===== config.mk =====
export PLATFORM = sky130hd
export DESIGN_NAME = smsp_port
export DESIGN_NICKNAME = d
export VERILOG_FILES = /design/src/rtl/smsp_pkg.sv /design/src/rtl/smsp_port.sv
export SDC_FILE = /design/constraint.sdc
export NUM_CORES = 1
export LEC_CHECK = 0
export ABC_AREA = 1
export BUFFER_PORTS_ARGS = -buffer_cell sky130_fd_sc_hd__buf_4
export CORE_UTILIZATION = 63
export CTS_CLUSTER_DIAMETER = 40
export DETAILED_ROUTE_END_ITERATION = 8
export PLACE_DENSITY = 0.85
export SETUP_SLACK_MARGIN = 0.15
export SLEW_MARGIN = 40
export SYNTH_ARGS = -nofsm -noshare
export SYNTH_HDL_FRONTEND = slang
export SYNTH_SLANG_ARGS = --single-unit

===== constraint.sdc =====
create_clock -name clk_sys -period 4.6 [get_ports clk_sys]
set_input_delay 0.92 -clock clk_sys [delete_from_list [all_inputs] [get_ports clk_sys]]
set_output_delay 0.92 -clock clk_sys [all_outputs]
set_load 0.02 [all_outputs]

===== src/rtl/smsp_pkg.sv =====
// Package with register map, field positions and types for the SPI master/slave port
// What this block does
// - Slave select input gates slave activity and output
// - Slave select high resets state and bit counter, shifter keeps its byte
// - Master with select as output ignores pin
// - Master select low drops to slave, sets flag
// - Interrupt when flag, enable and global set
// - No transfer or flag unless port enable set, data still loadable
// - Control bit 5 picks LSB first
// - Polarity bit sets SCK idle level
// - Phase bit picks sample and setup edges
// - Shift on the sample edge, out bit moves after it, modes 0-3
// - Master SCK divides by rate table
// - Rate bits ignored in slave mode
// - Double rate bit halves master divider
// - Completion flag set when byte finishes
// - Flag cleared by vector or status-then-data access
// - Collision flag on data write during transfer
// - Status bits 5 to 1 read zero
// - Data write starts, data read returns buffer
// - Master shifts eight bits then stops clock
// - Single transmit buffer, double receive buffer
// - Slave deselected ignores SCK, data still loadable
`default_nettype none
package smsp_pkg;
    localparam logic [1:0] SMSP_ADDR_CONTROL = 2'h0;
    localparam logic [1:0] SMSP_ADDR_STATUS  = 2'h1;
    localparam logic [1:0] SMSP_ADDR_DATA    = 2'h2;
    localparam int CTL_IRQ_EN   = 7;
    localparam int CTL_ENABLE   = 6;
    localparam int CTL_LSB      = 5;
    localparam int CTL_MASTER   = 4;
    localparam int CTL_CPOL     = 3;
    localparam int CTL_CPHA     = 2;
    localparam int CTL_RATE_HI  = 1;
    localparam int CTL_RATE_LO  = 0;
    localparam int STS_DONE     = 7;
    localparam int STS_WRITE_COLLISION_FLAG     = 6;
    localparam int STS_DOUBLE   = 0;
    localparam logic [7:0] SMSP_CONTROL_RESET = 8'h00;
    localparam logic [3:0] SMSP_BIT_COUNT     = 4'h8;
    localparam real SMSP_CLK_MHZ = 125.0;

    typedef struct packed {
        logic [1:0] addr;
        logic [7:0] wdata;
        logic       wr;
        logic       rd;
    } smsp_bus_s;

    typedef enum logic [0:0] {SMSP_IDLE, SMSP_BUSY} smsp_state_e;
endpackage : smsp_pkg
`default_nettype wire


===== src/rtl/smsp_port.sv =====
// SPI master/slave port with register file, clock divider and shifter
//
// Added by the designer: the address map and strobed register access.
`default_nettype none
module smsp_port (
    // Clock and reset
    input  wire logic              clk_sys,
    input  wire logic              rst_n,
    // Register bus
    input  wire smsp_pkg::smsp_bus_s bus,
    output logic [7:0]             rdata,
    // Processor side
    input  wire logic              cpu_global_irq_en,
    input  wire logic              irq_vector_taken,
    input  wire logic              ss_is_output,
    output logic                   irq,
    // Serial pins
    input  wire logic              sck_in,
    output logic                   sck_out,
    output logic                   sck_oe,
    input  wire logic              mosi_in,
    output logic                   mosi_out,
    output logic                   mosi_oe,
    input  wire logic              miso_in,
    output logic                   miso_out,
    output logic                   miso_oe,
    input  wire logic              ss_n_in
);
    import smsp_pkg::*;

    logic [7:0]  ctl_ff;
    logic        dbl_ff;
    logic        done_ff;
    logic        write_collision_flag_ff;
    logic        sts_seen_ff;
    logic [7:0]  shift_ff;
    logic [7:0]  rxbuf_ff;
    logic [3:0]  bits_ff;
    logic [6:0]  div_ff;
    logic        phase_ff;
    smsp_state_e state_ff;
    logic        sck_s1_ff;
    logic        sck_s2_ff;
    logic        sck_s3_ff;
    logic        ss_s1_ff;
    logic        ss_s2_ff;
    logic        mosi_s1_ff;
    logic        mosi_s2_ff;
    logic        miso_s1_ff;
    logic        miso_s2_ff;

    logic       enable;
    logic       master;
    logic       lsb_first;
    logic       cpol;
    logic       cpha;
    logic [6:0] half_div;
    logic       mode_fault;
    logic       wr_data;
    logic       rd_data;
    logic       data_acc;
    logic       rd_status;
    logic       slave_sel;
    logic       s_lead;
    logic       s_trail;
    logic       m_tick;
    logic       edge_any;
    logic       edge_lead;
    logic       do_sample;
    logic       do_shift;
    logic       serial_in;
    logic [7:0] nxt_shift;
    logic       last_bit;

    assign enable    = ctl_ff[CTL_ENABLE];
    assign master    = ctl_ff[CTL_MASTER];
    assign lsb_first = ctl_ff[CTL_LSB];
    assign cpol      = ctl_ff[CTL_CPOL];
    assign cpha      = ctl_ff[CTL_CPHA];
    assign wr_data   = bus.wr && bus.addr == SMSP_ADDR_DATA;
    assign rd_data   = bus.rd && bus.addr == SMSP_ADDR_DATA;
    assign data_acc  = wr_data || rd_data;
    assign rd_status = bus.rd && bus.addr == SMSP_ADDR_STATUS;
    // Select only counts as a fault when it is an input; as an output it is a plain pin
    assign mode_fault = enable && master && !ss_is_output && !ss_s2_ff;
    assign slave_sel  = enable && !master && !ss_s2_ff;

    // Half-period of SCK in system clocks, from the rate table
    always_comb begin
        unique case ({dbl_ff, ctl_ff[CTL_RATE_HI], ctl_ff[CTL_RATE_LO]})
            3'b000:  half_div = 7'd2;
            3'b001:  half_div = 7'd8;
            3'b010:  half_div = 7'd32;
            3'b011:  half_div = 7'd64;
            3'b100:  half_div = 7'd1;
            3'b101:  half_div = 7'd4;
            3'b110:  half_div = 7'd16;
            default: half_div = 7'd32;
        endcase
    end

    // Slave SCK: two-flop sync then edge detect on later stages
    always_ff @(posedge clk_sys or negedge rst_n) begin
        if (!rst_n) begin
            sck_s1_ff  <= 1'b0;
            sck_s2_ff  <= 1'b0;
            sck_s3_ff  <= 1'b0;
            ss_s1_ff   <= 1'b1;
            ss_s2_ff   <= 1'b1;
            mosi_s1_ff <= 1'b0;
            mosi_s2_ff <= 1'b0;
            miso_s1_ff <= 1'b0;
            miso_s2_ff <= 1'b0;
        end else begin
            sck_s1_ff  <= sck_in;
            sck_s2_ff  <= sck_s1_ff;
            sck_s3_ff  <= sck_s2_ff;
            ss_s1_ff   <= ss_n_in;
            ss_s2_ff   <= ss_s1_ff;
            mosi_s1_ff <= mosi_in;
            mosi_s2_ff <= mosi_s1_ff;
            miso_s1_ff <= miso_in;
            miso_s2_ff <= miso_s1_ff;
        end
    end

    // Leading edge leaves the idle level set by polarity
    assign s_lead  = slave_sel && (sck_s2_ff != sck_s3_ff) && (sck_s3_ff == cpol);
    assign s_trail = slave_sel && (sck_s2_ff != sck_s3_ff) && (sck_s3_ff != cpol);
    assign m_tick  = master && state_ff == SMSP_BUSY && div_ff == 7'd1;
    assign edge_lead = master ? !phase_ff : s_lead;
    assign edge_any  = master ? m_tick : (s_lead || s_trail);
    // Sample and shift on one edge; do_shift marks the other edge and drives nothing
    assign do_sample = edge_any && (edge_lead ^ cpha);
    assign do_shift  = edge_any && !(edge_lead ^ cpha);
    assign serial_in = master ? miso_s2_ff : mosi_s2_ff;
    assign last_bit  = do_sample && bits_ff == SMSP_BIT_COUNT - 4'h1;

    always_comb begin
        nxt_shift = shift_ff;
        if (do_sample) begin
            nxt_shift = lsb_first ? {serial_in, shift_ff[7:1]} : {shift_ff[6:0], serial_in};
        end
    end

    // Control register; a select fault clears master mode until software sets it again
    always_ff @(posedge clk_sys or negedge rst_n) begin
        if (!rst_n) begin
            ctl_ff <= SMSP_CONTROL_RESET;
            dbl_ff <= 1'b0;
        end else begin
            if (bus.wr && bus.addr == SMSP_ADDR_CONTROL) begin
                ctl_ff <= bus.wdata;
            end
            if (mode_fault) begin
                ctl_ff[CTL_MASTER] <= 1'b0;
            end
            if (bus.wr && bus.addr == SMSP_ADDR_STATUS) begin
                dbl_ff <= bus.wdata[STS_DOUBLE];
            end
        end
    end

    // Transfer engine; slave deselect drops any partial byte at once
    always_ff @(posedge clk_sys or negedge rst_n) begin
        if (!rst_n) begin
            state_ff <= SMSP_IDLE;
            shift_ff <= 8'h00;
            bits_ff  <= 4'h0;
            div_ff   <= 7'd0;
            phase_ff <= 1'b0;
        end else if (!enable || mode_fault) begin
            state_ff <= SMSP_IDLE;
            bits_ff  <= 4'h0;
            phase_ff <= 1'b0;
            if (wr_data) begin
                shift_ff <= bus.wdata;
            end
        end else if (!master && ss_s2_ff) begin
            state_ff <= SMSP_IDLE;
            bits_ff  <= 4'h0;
            if (wr_data) begin
                shift_ff <= bus.wdata;
            end
        end else begin
            shift_ff <= nxt_shift;
            if (do_sample) begin
                bits_ff <= last_bit ? 4'h0 : bits_ff + 4'h1;
            end
            unique case (state_ff)
                SMSP_IDLE: begin
                    if (wr_data) begin
                        shift_ff <= bus.wdata;
                        // One extra cycle lets the first data bit settle on the pin before the first edge
                        div_ff   <= half_div + 7'd1;
                        phase_ff <= 1'b0;
                        bits_ff  <= 4'h0;
                        state_ff <= SMSP_BUSY;
                    end else if (!master && (s_lead || s_trail)) begin
                        state_ff <= SMSP_BUSY;
                    end
                end
                SMSP_BUSY: begin
                    if (master) begin
                        div_ff <= (div_ff == 7'd1) ? half_div : div_ff - 7'd1;
                        if (m_tick) begin
                            phase_ff <= !phase_ff;
                            if (phase_ff && bits_ff == 4'h0 && !cpha) begin
                                state_ff <= SMSP_IDLE;
                            end
                        end
                        if (last_bit && cpha) begin
                            state_ff <= SMSP_IDLE;
                        end
                    end else if (last_bit) begin
                        state_ff <= SMSP_IDLE;
                    end
                end
            endcase
        end
    end

    // Received byte moves to the read buffer; an unread byte is simply overwritten
    always_ff @(posedge clk_sys or negedge rst_n) begin
        if (!rst_n) begin
            rxbuf_ff <= 8'h00;
        end else if (last_bit && enable && !mode_fault) begin
            rxbuf_ff <= nxt_shift;
        end
    end

    // Flags: set wins over clear
    always_ff @(posedge clk_sys or negedge rst_n) begin
        if (!rst_n) begin
            done_ff     <= 1'b0;
            write_collision_flag_ff     <= 1'b0;
            sts_seen_ff <= 1'b0;
        end else begin
            if (rd_status) begin
                sts_seen_ff <= done_ff || write_collision_flag_ff;
            end else if (data_acc) begin
                sts_seen_ff <= 1'b0;
            end
            if ((last_bit && enable) || mode_fault) begin
                done_ff <= 1'b1;
            end else if (irq_vector_taken || (data_acc && sts_seen_ff)) begin
                done_ff <= 1'b0;
            end
            if (wr_data && state_ff == SMSP_BUSY && enable) begin
                write_collision_flag_ff <= 1'b1;
            end else if (data_acc && sts_seen_ff) begin
                write_collision_flag_ff <= 1'b0;
            end
        end
    end

    // Read data, valid the cycle after the strobe
    always_ff @(posedge clk_sys or negedge rst_n) begin
        if (!rst_n) begin
            rdata <= 8'h00;
        end else if (bus.rd) begin
            unique case (bus.addr)
                SMSP_ADDR_CONTROL: rdata <= ctl_ff;
                SMSP_ADDR_STATUS:  rdata <= {done_ff, write_collision_flag_ff, 5'h00, dbl_ff};
                SMSP_ADDR_DATA:    rdata <= rxbuf_ff;
                default:           rdata <= 8'h00;
            endcase
        end else begin
            rdata <= 8'h00;
        end
    end

    // Pins and interrupt, all registered
    always_ff @(posedge clk_sys or negedge rst_n) begin
        if (!rst_n) begin
            irq      <= 1'b0;
            sck_out  <= 1'b0;
            sck_oe   <= 1'b0;
            mosi_out <= 1'b0;
            mosi_oe  <= 1'b0;
            miso_out <= 1'b0;
            miso_oe  <= 1'b0;
        end else begin
            irq      <= done_ff && ctl_ff[CTL_IRQ_EN] && cpu_global_irq_en;
            sck_out  <= (master && state_ff == SMSP_BUSY) ? (cpol ^ phase_ff ^ (m_tick ? 1'b1 : 1'b0)) : cpol;
            sck_oe   <= enable && master && !mode_fault;
            mosi_oe  <= enable && master && !mode_fault;
            miso_oe  <= slave_sel;
            // Out bit follows the stored byte, so it moves only after the sampling edge has passed
            mosi_out <= lsb_first ? shift_ff[0] : shift_ff[7];
            miso_out <= lsb_first ? shift_ff[0] : shift_ff[7];
        end
    end
endmodule // smsp_port
`default_nettype wire


; Word level (Yosys, flattened, before mapping)
; Cells that the tools add are included.
[word_totals]
ff_bits = 63
input_bits = 21
[classes]
n_addsub = 3
eq_ne = 18
n_mux = 50
bitwise = 6
reduce_logical = 52
[ops]
columns = op, count
row1 = $mux 8, 8
row2 = $pmux 7 s6, 1
row3 = $logic_and 1x1->1, 30
row4 = $mux 1, 27
row5 = $mux 4, 6
row6 = $pmux 8 s3, 1
row7 = $mux 7, 3
row8 = $pmux 7 s2, 1
row9 = $eq 3x3->1 const B, 3
row10 = $reduce_and 4->1, 2
row11 = $reduce_bool 2->1, 4
row12 = $add 7x1->7 const B, 1
row13 = $eq 7x1->1 const B, 1
row14 = $logic_not 1->1, 7
row15 = $sub 7x1->7 const B, 1
row16 = $logic_or 1x1->1, 6
row17 = $ne 2x2->1 const B, 3
row18 = $mux 5, 1
row19 = $add 4x1->4 const B, 1
row20 = $eq 4x3->1 const B, 1
row21 = $logic_not 4->1, 1
row22 = $pmux 1 s2, 2
row23 = $eq 3x1->1 const B, 1
row24 = $eq 3x2->1 const B, 1
row25 = other kinds (11), 16

; Logic depth before layout (Yosys ltp)
[depth]
depth_word = 15
ltp_mapped = 13

; Worst setup path before layout
; No wires, ideal clock.
[synth_path]
path_kind = input to register
startpoint = input bus[10] (netlist bit)
endpoint = register div_ff[5]
setup_ns = 0.083
t_arrival_ns = 2.079
required_ns = 4.517
slack_ns = 2.438
cell_stages = 8
n_path_buf = 1
path_cell_list = inv_1 -> nand2_1 -> nor2_2 -> nand2_1 -> a21oi_2 -> buf_2 -> nand3_1 -> o21ai_0
[synth_between]
elab_chain_cells = 4
[synth_rtl]
columns = item, line
row1 = "start, declared", smsp_port.sv:10  ; input wire smsp_pkg::smsp_bus_s bus,
row2 = $eq 2x2->1, smsp_port.sv:80  ; assign wr_data = bus.wr && bus.addr == SMSP_ADDR_DATA;
row3 = $logic_and 1x1->1, smsp_port.sv:80
row4 = $ne 2x2->1 (no line), n/a
row5 = $reduce_and 4->1 (no line), n/a
row6 = "end signal, assigned", smsp_port.sv:195  ; div_ff <= half_div + 7'd1;
row7 = "end signal, assigned", smsp_port.sv:205  ; div_ff <= (div_ff == 7'd1) ? half_div : div_ff - 7'd1;
row8 = "end, declared", smsp_port.sv:39  ; logic [6:0] div_ff;
; Every way passes these cells.
; A chain may end at the register's enable or synchronous reset.

; Final worst setup path
[layout_path]
startpoint = input bus[10] (netlist bit)
endpoint = register div_ff[0]
; Same word-level chain as after synthesis.

==> flow_metrics.tcl <==
set metrics [dict create \
    grt_max_degree 64 \
    drive_above_1_share 0.157 \
    post_cts_buffers 0 \
    antenna_cells 0 \
    ys.flop_type "dfrtp_1" \
    powerDensity_nw_per_um2 463 \
    grt-ovfl-total 0 \
    ctsHoldBuffers 0 \
    initial_utilization 0.663 \
    via_per_inst 5.89 \
    worstPathRequired_ps 4850 \
    yosysWarnings 0 \
    async_flop_share 1.00 \
    fin_area_sq_um 3910 \
    syn_inst 420 \
    setup-violations-final 0 \
    grt_pass1_vias 2902 \
    skew_ps 5.29 \
    slew_headroom 0.485 \
    cts_tree "yes" \
    portBuffers 35 \
    final_antenna_net_count 0 \
    worstSkewPairLatency_ps 340 \
    vias 3118 \
    path_class "input port to register" \
    worstMarginPinSlew_ps 770 \
    placed_cells 513 \
    leakagePower_uw 0.00197 \
    cts_root_buffer "clkbuf_8" \
    pin_count 36 \
    ir_drop_v 0.000329 \
    htreeDepth 3 \
    firstDrtPassIters 5 \
    clkSinkCount 63 \
    ys_ff_latch 63 \
    crit_path_start_kind "input port" \
    finalCritPeriodShare 0.517 \
    cp_max_fo 17 \
    synth_fp_nets 446 \
    synth_edf_count 0 \
    syn2layout_area_growth_pct 14.1 \
    clock_path_buffers 2 \
    hold_end "sck_s2_ff" \
    end_kind "register" \
    die-area_sq_um 5740 \
    min_path_cells 0 \
    nNetsFinal 480 \
    cp_slowest_cell "a21oi_2" \
    synth_area_per_cell_sq_um 8.16 \
    cts_resized 0 \
    instances_no_fill 529 \
    worst_r2r_startpoint "ctl_ff[4]" \
    netlist_area_sq_um 3430 \
    ys_types 41 \
    dr.first_iter.drc_count 299 \
    fin_crit_ps 2380 \
    reg2reg_depth 7 \
    hp-start "sck_s1_ff" \
    multi_input_area_sq_um 1550 \
    yosysSeqAreaShare 0.461 \
    dp_hpwl_microns 5910 \
    status "finished clean" \
    yosysTopAreaCell "dfrtp_1" \
    drc 0 \
    yosys.cell_count.top_type "nand2_1" \
    r2r_end "div_ff[0]" \
    track_usage 0.319 \
    routed_wirelength_microns 8280 \
    grt_pass1_wl_microns 13300 \
    crit_arrival_ps 2630 \
    rsz0062_at_grt "false" \
    cap_violations 0 \
    crit_path_cell_trace "buf_4 -> inv_1 -> nand2_1 -> nor2_2 -> buf_4 -> nand2_1 -> a21oi_2 -> o211ai_1 -> o21ai_0" \
    synth.top_cells.by_area "dfrtp_1, nand2_1, o21ai_0" \
    numCtsBuffers 9 \
    seq_area_sq_um 1580 \
    report.final.slew_viol_count 0 \
    core-area_sq_um 5170 \
    setup_tns_ps 0 \
    die_h_microns 75.8 \
    yosys-top-cells-count "nand2_1, dfrtp_1, inv_1, o21ai_0, nand3_1" \
    post-route-util 0.756 \
    hp-class "register to register" \
    place_congestion 0.896 \
    antenna_found_initial 0 \
    postPlaceCellArea_sq_um 3720 \
    synth_top_area_share 0.445 \
    die_x_microns 75.8 \
    fillers 354 \
    routedWlPerCell_microns 15.6 \
    hold_viol_final 0 \
    num_rows 26 \
    reg2reg_setup_slack_ps 2310 \
    fmax_ghz 0.420 \
    clk_pin_slew_worst_paths_ps 70 \
    cpPeakStageDelay_ps 530 \
]
-- kinds of logic after synthesis --
kind of cell    count (synthesis)  share of synthesized area
compound gates                106                      0.189
xor+xnor                        4                     0.0102
simple gates                  167                      0.233
buf+inv                        75                     0.0883
fa+ha+maj                       5                     0.0182
flops                          63                      0.461
-- layer usage --
layer  up-vias  global-route usage  routed length (microns)
met5         -                   0                        0
met4         0               0.140                      164
met3        20              0.0635                      578
met2       136               0.529                     4170
met1      1492               0.405                     3360
li1       1470                   -                        -
-- area by class of cell --
type / count / share of cell area
sequential: 63 / 0.404
multi-input combinational: 282 / 0.396
timing repair buffer: 36 / 0.0701
inverter: 62 / 0.0595
clock buffer: 12 / 0.0371
tap: 70 / 0.0224
clock inverter: 4 / 0.0115
-- worst max path at each step --
stage                       start         to  slack, ps  cells after the start
after floorplan           bus[10]  div_ff[5]       2440                      8
after global placement    bus[10]  div_ff[0]       2000                      9
after detailed placement  bus[10]  div_ff[0]       1890                      9
after CTS                 bus[10]  div_ff[0]       2240                      9
after global routing      bus[10]  div_ff[5]       2080                      9
final                     bus[10]  div_ff[0]       2220                      9
-- per-stage QoR --
step           setup WS (ps)  hold slack [ps]  total power, uW
2_1_floorplan           2440              331             1160
3_3_place_gp            2000              335             1310
3_5_place_dp            1890              338             1330
4_1_cts                 2240              355             1800
5_1_grt                 2080              361             1910
6_report                2220              351             1810
-- flip-flops by register name (all words and copies together) (netlist names), 4 cells and up --
signal	flops
bits_ff	4
ctl_ff	8
div_ff	7
rdata	8
rxbuf_ff	8
shift_ff	8
-- layout by cell type (no fill, tap or decap), drive strengths merged, types with 12 or more instances in the layout --
master	synthesis	layout
o21ai	49	49
nor2	22	22
nand3	24	24
buf	7	36
nand2	103	103
o211ai	14	14
clkbuf	6	12
a21oi	14	14
dfrtp	61	61
inv	62	62
-- power breakdown --
group,leakage [uW],internal [uW],switching (uW)
Combinational,0.00111,216,360
Clock,0.000100,263,210
Sequential,0.000752,657,103
Total,0.00197,1140,674
-- worst max-delay path, delay by kind of cell --
family          cells  cell delay, ps
simple gates        3             510
compound gates      3             800
buf+inv             3             390
Note: power is estimated with default switching activity, not from simulation.
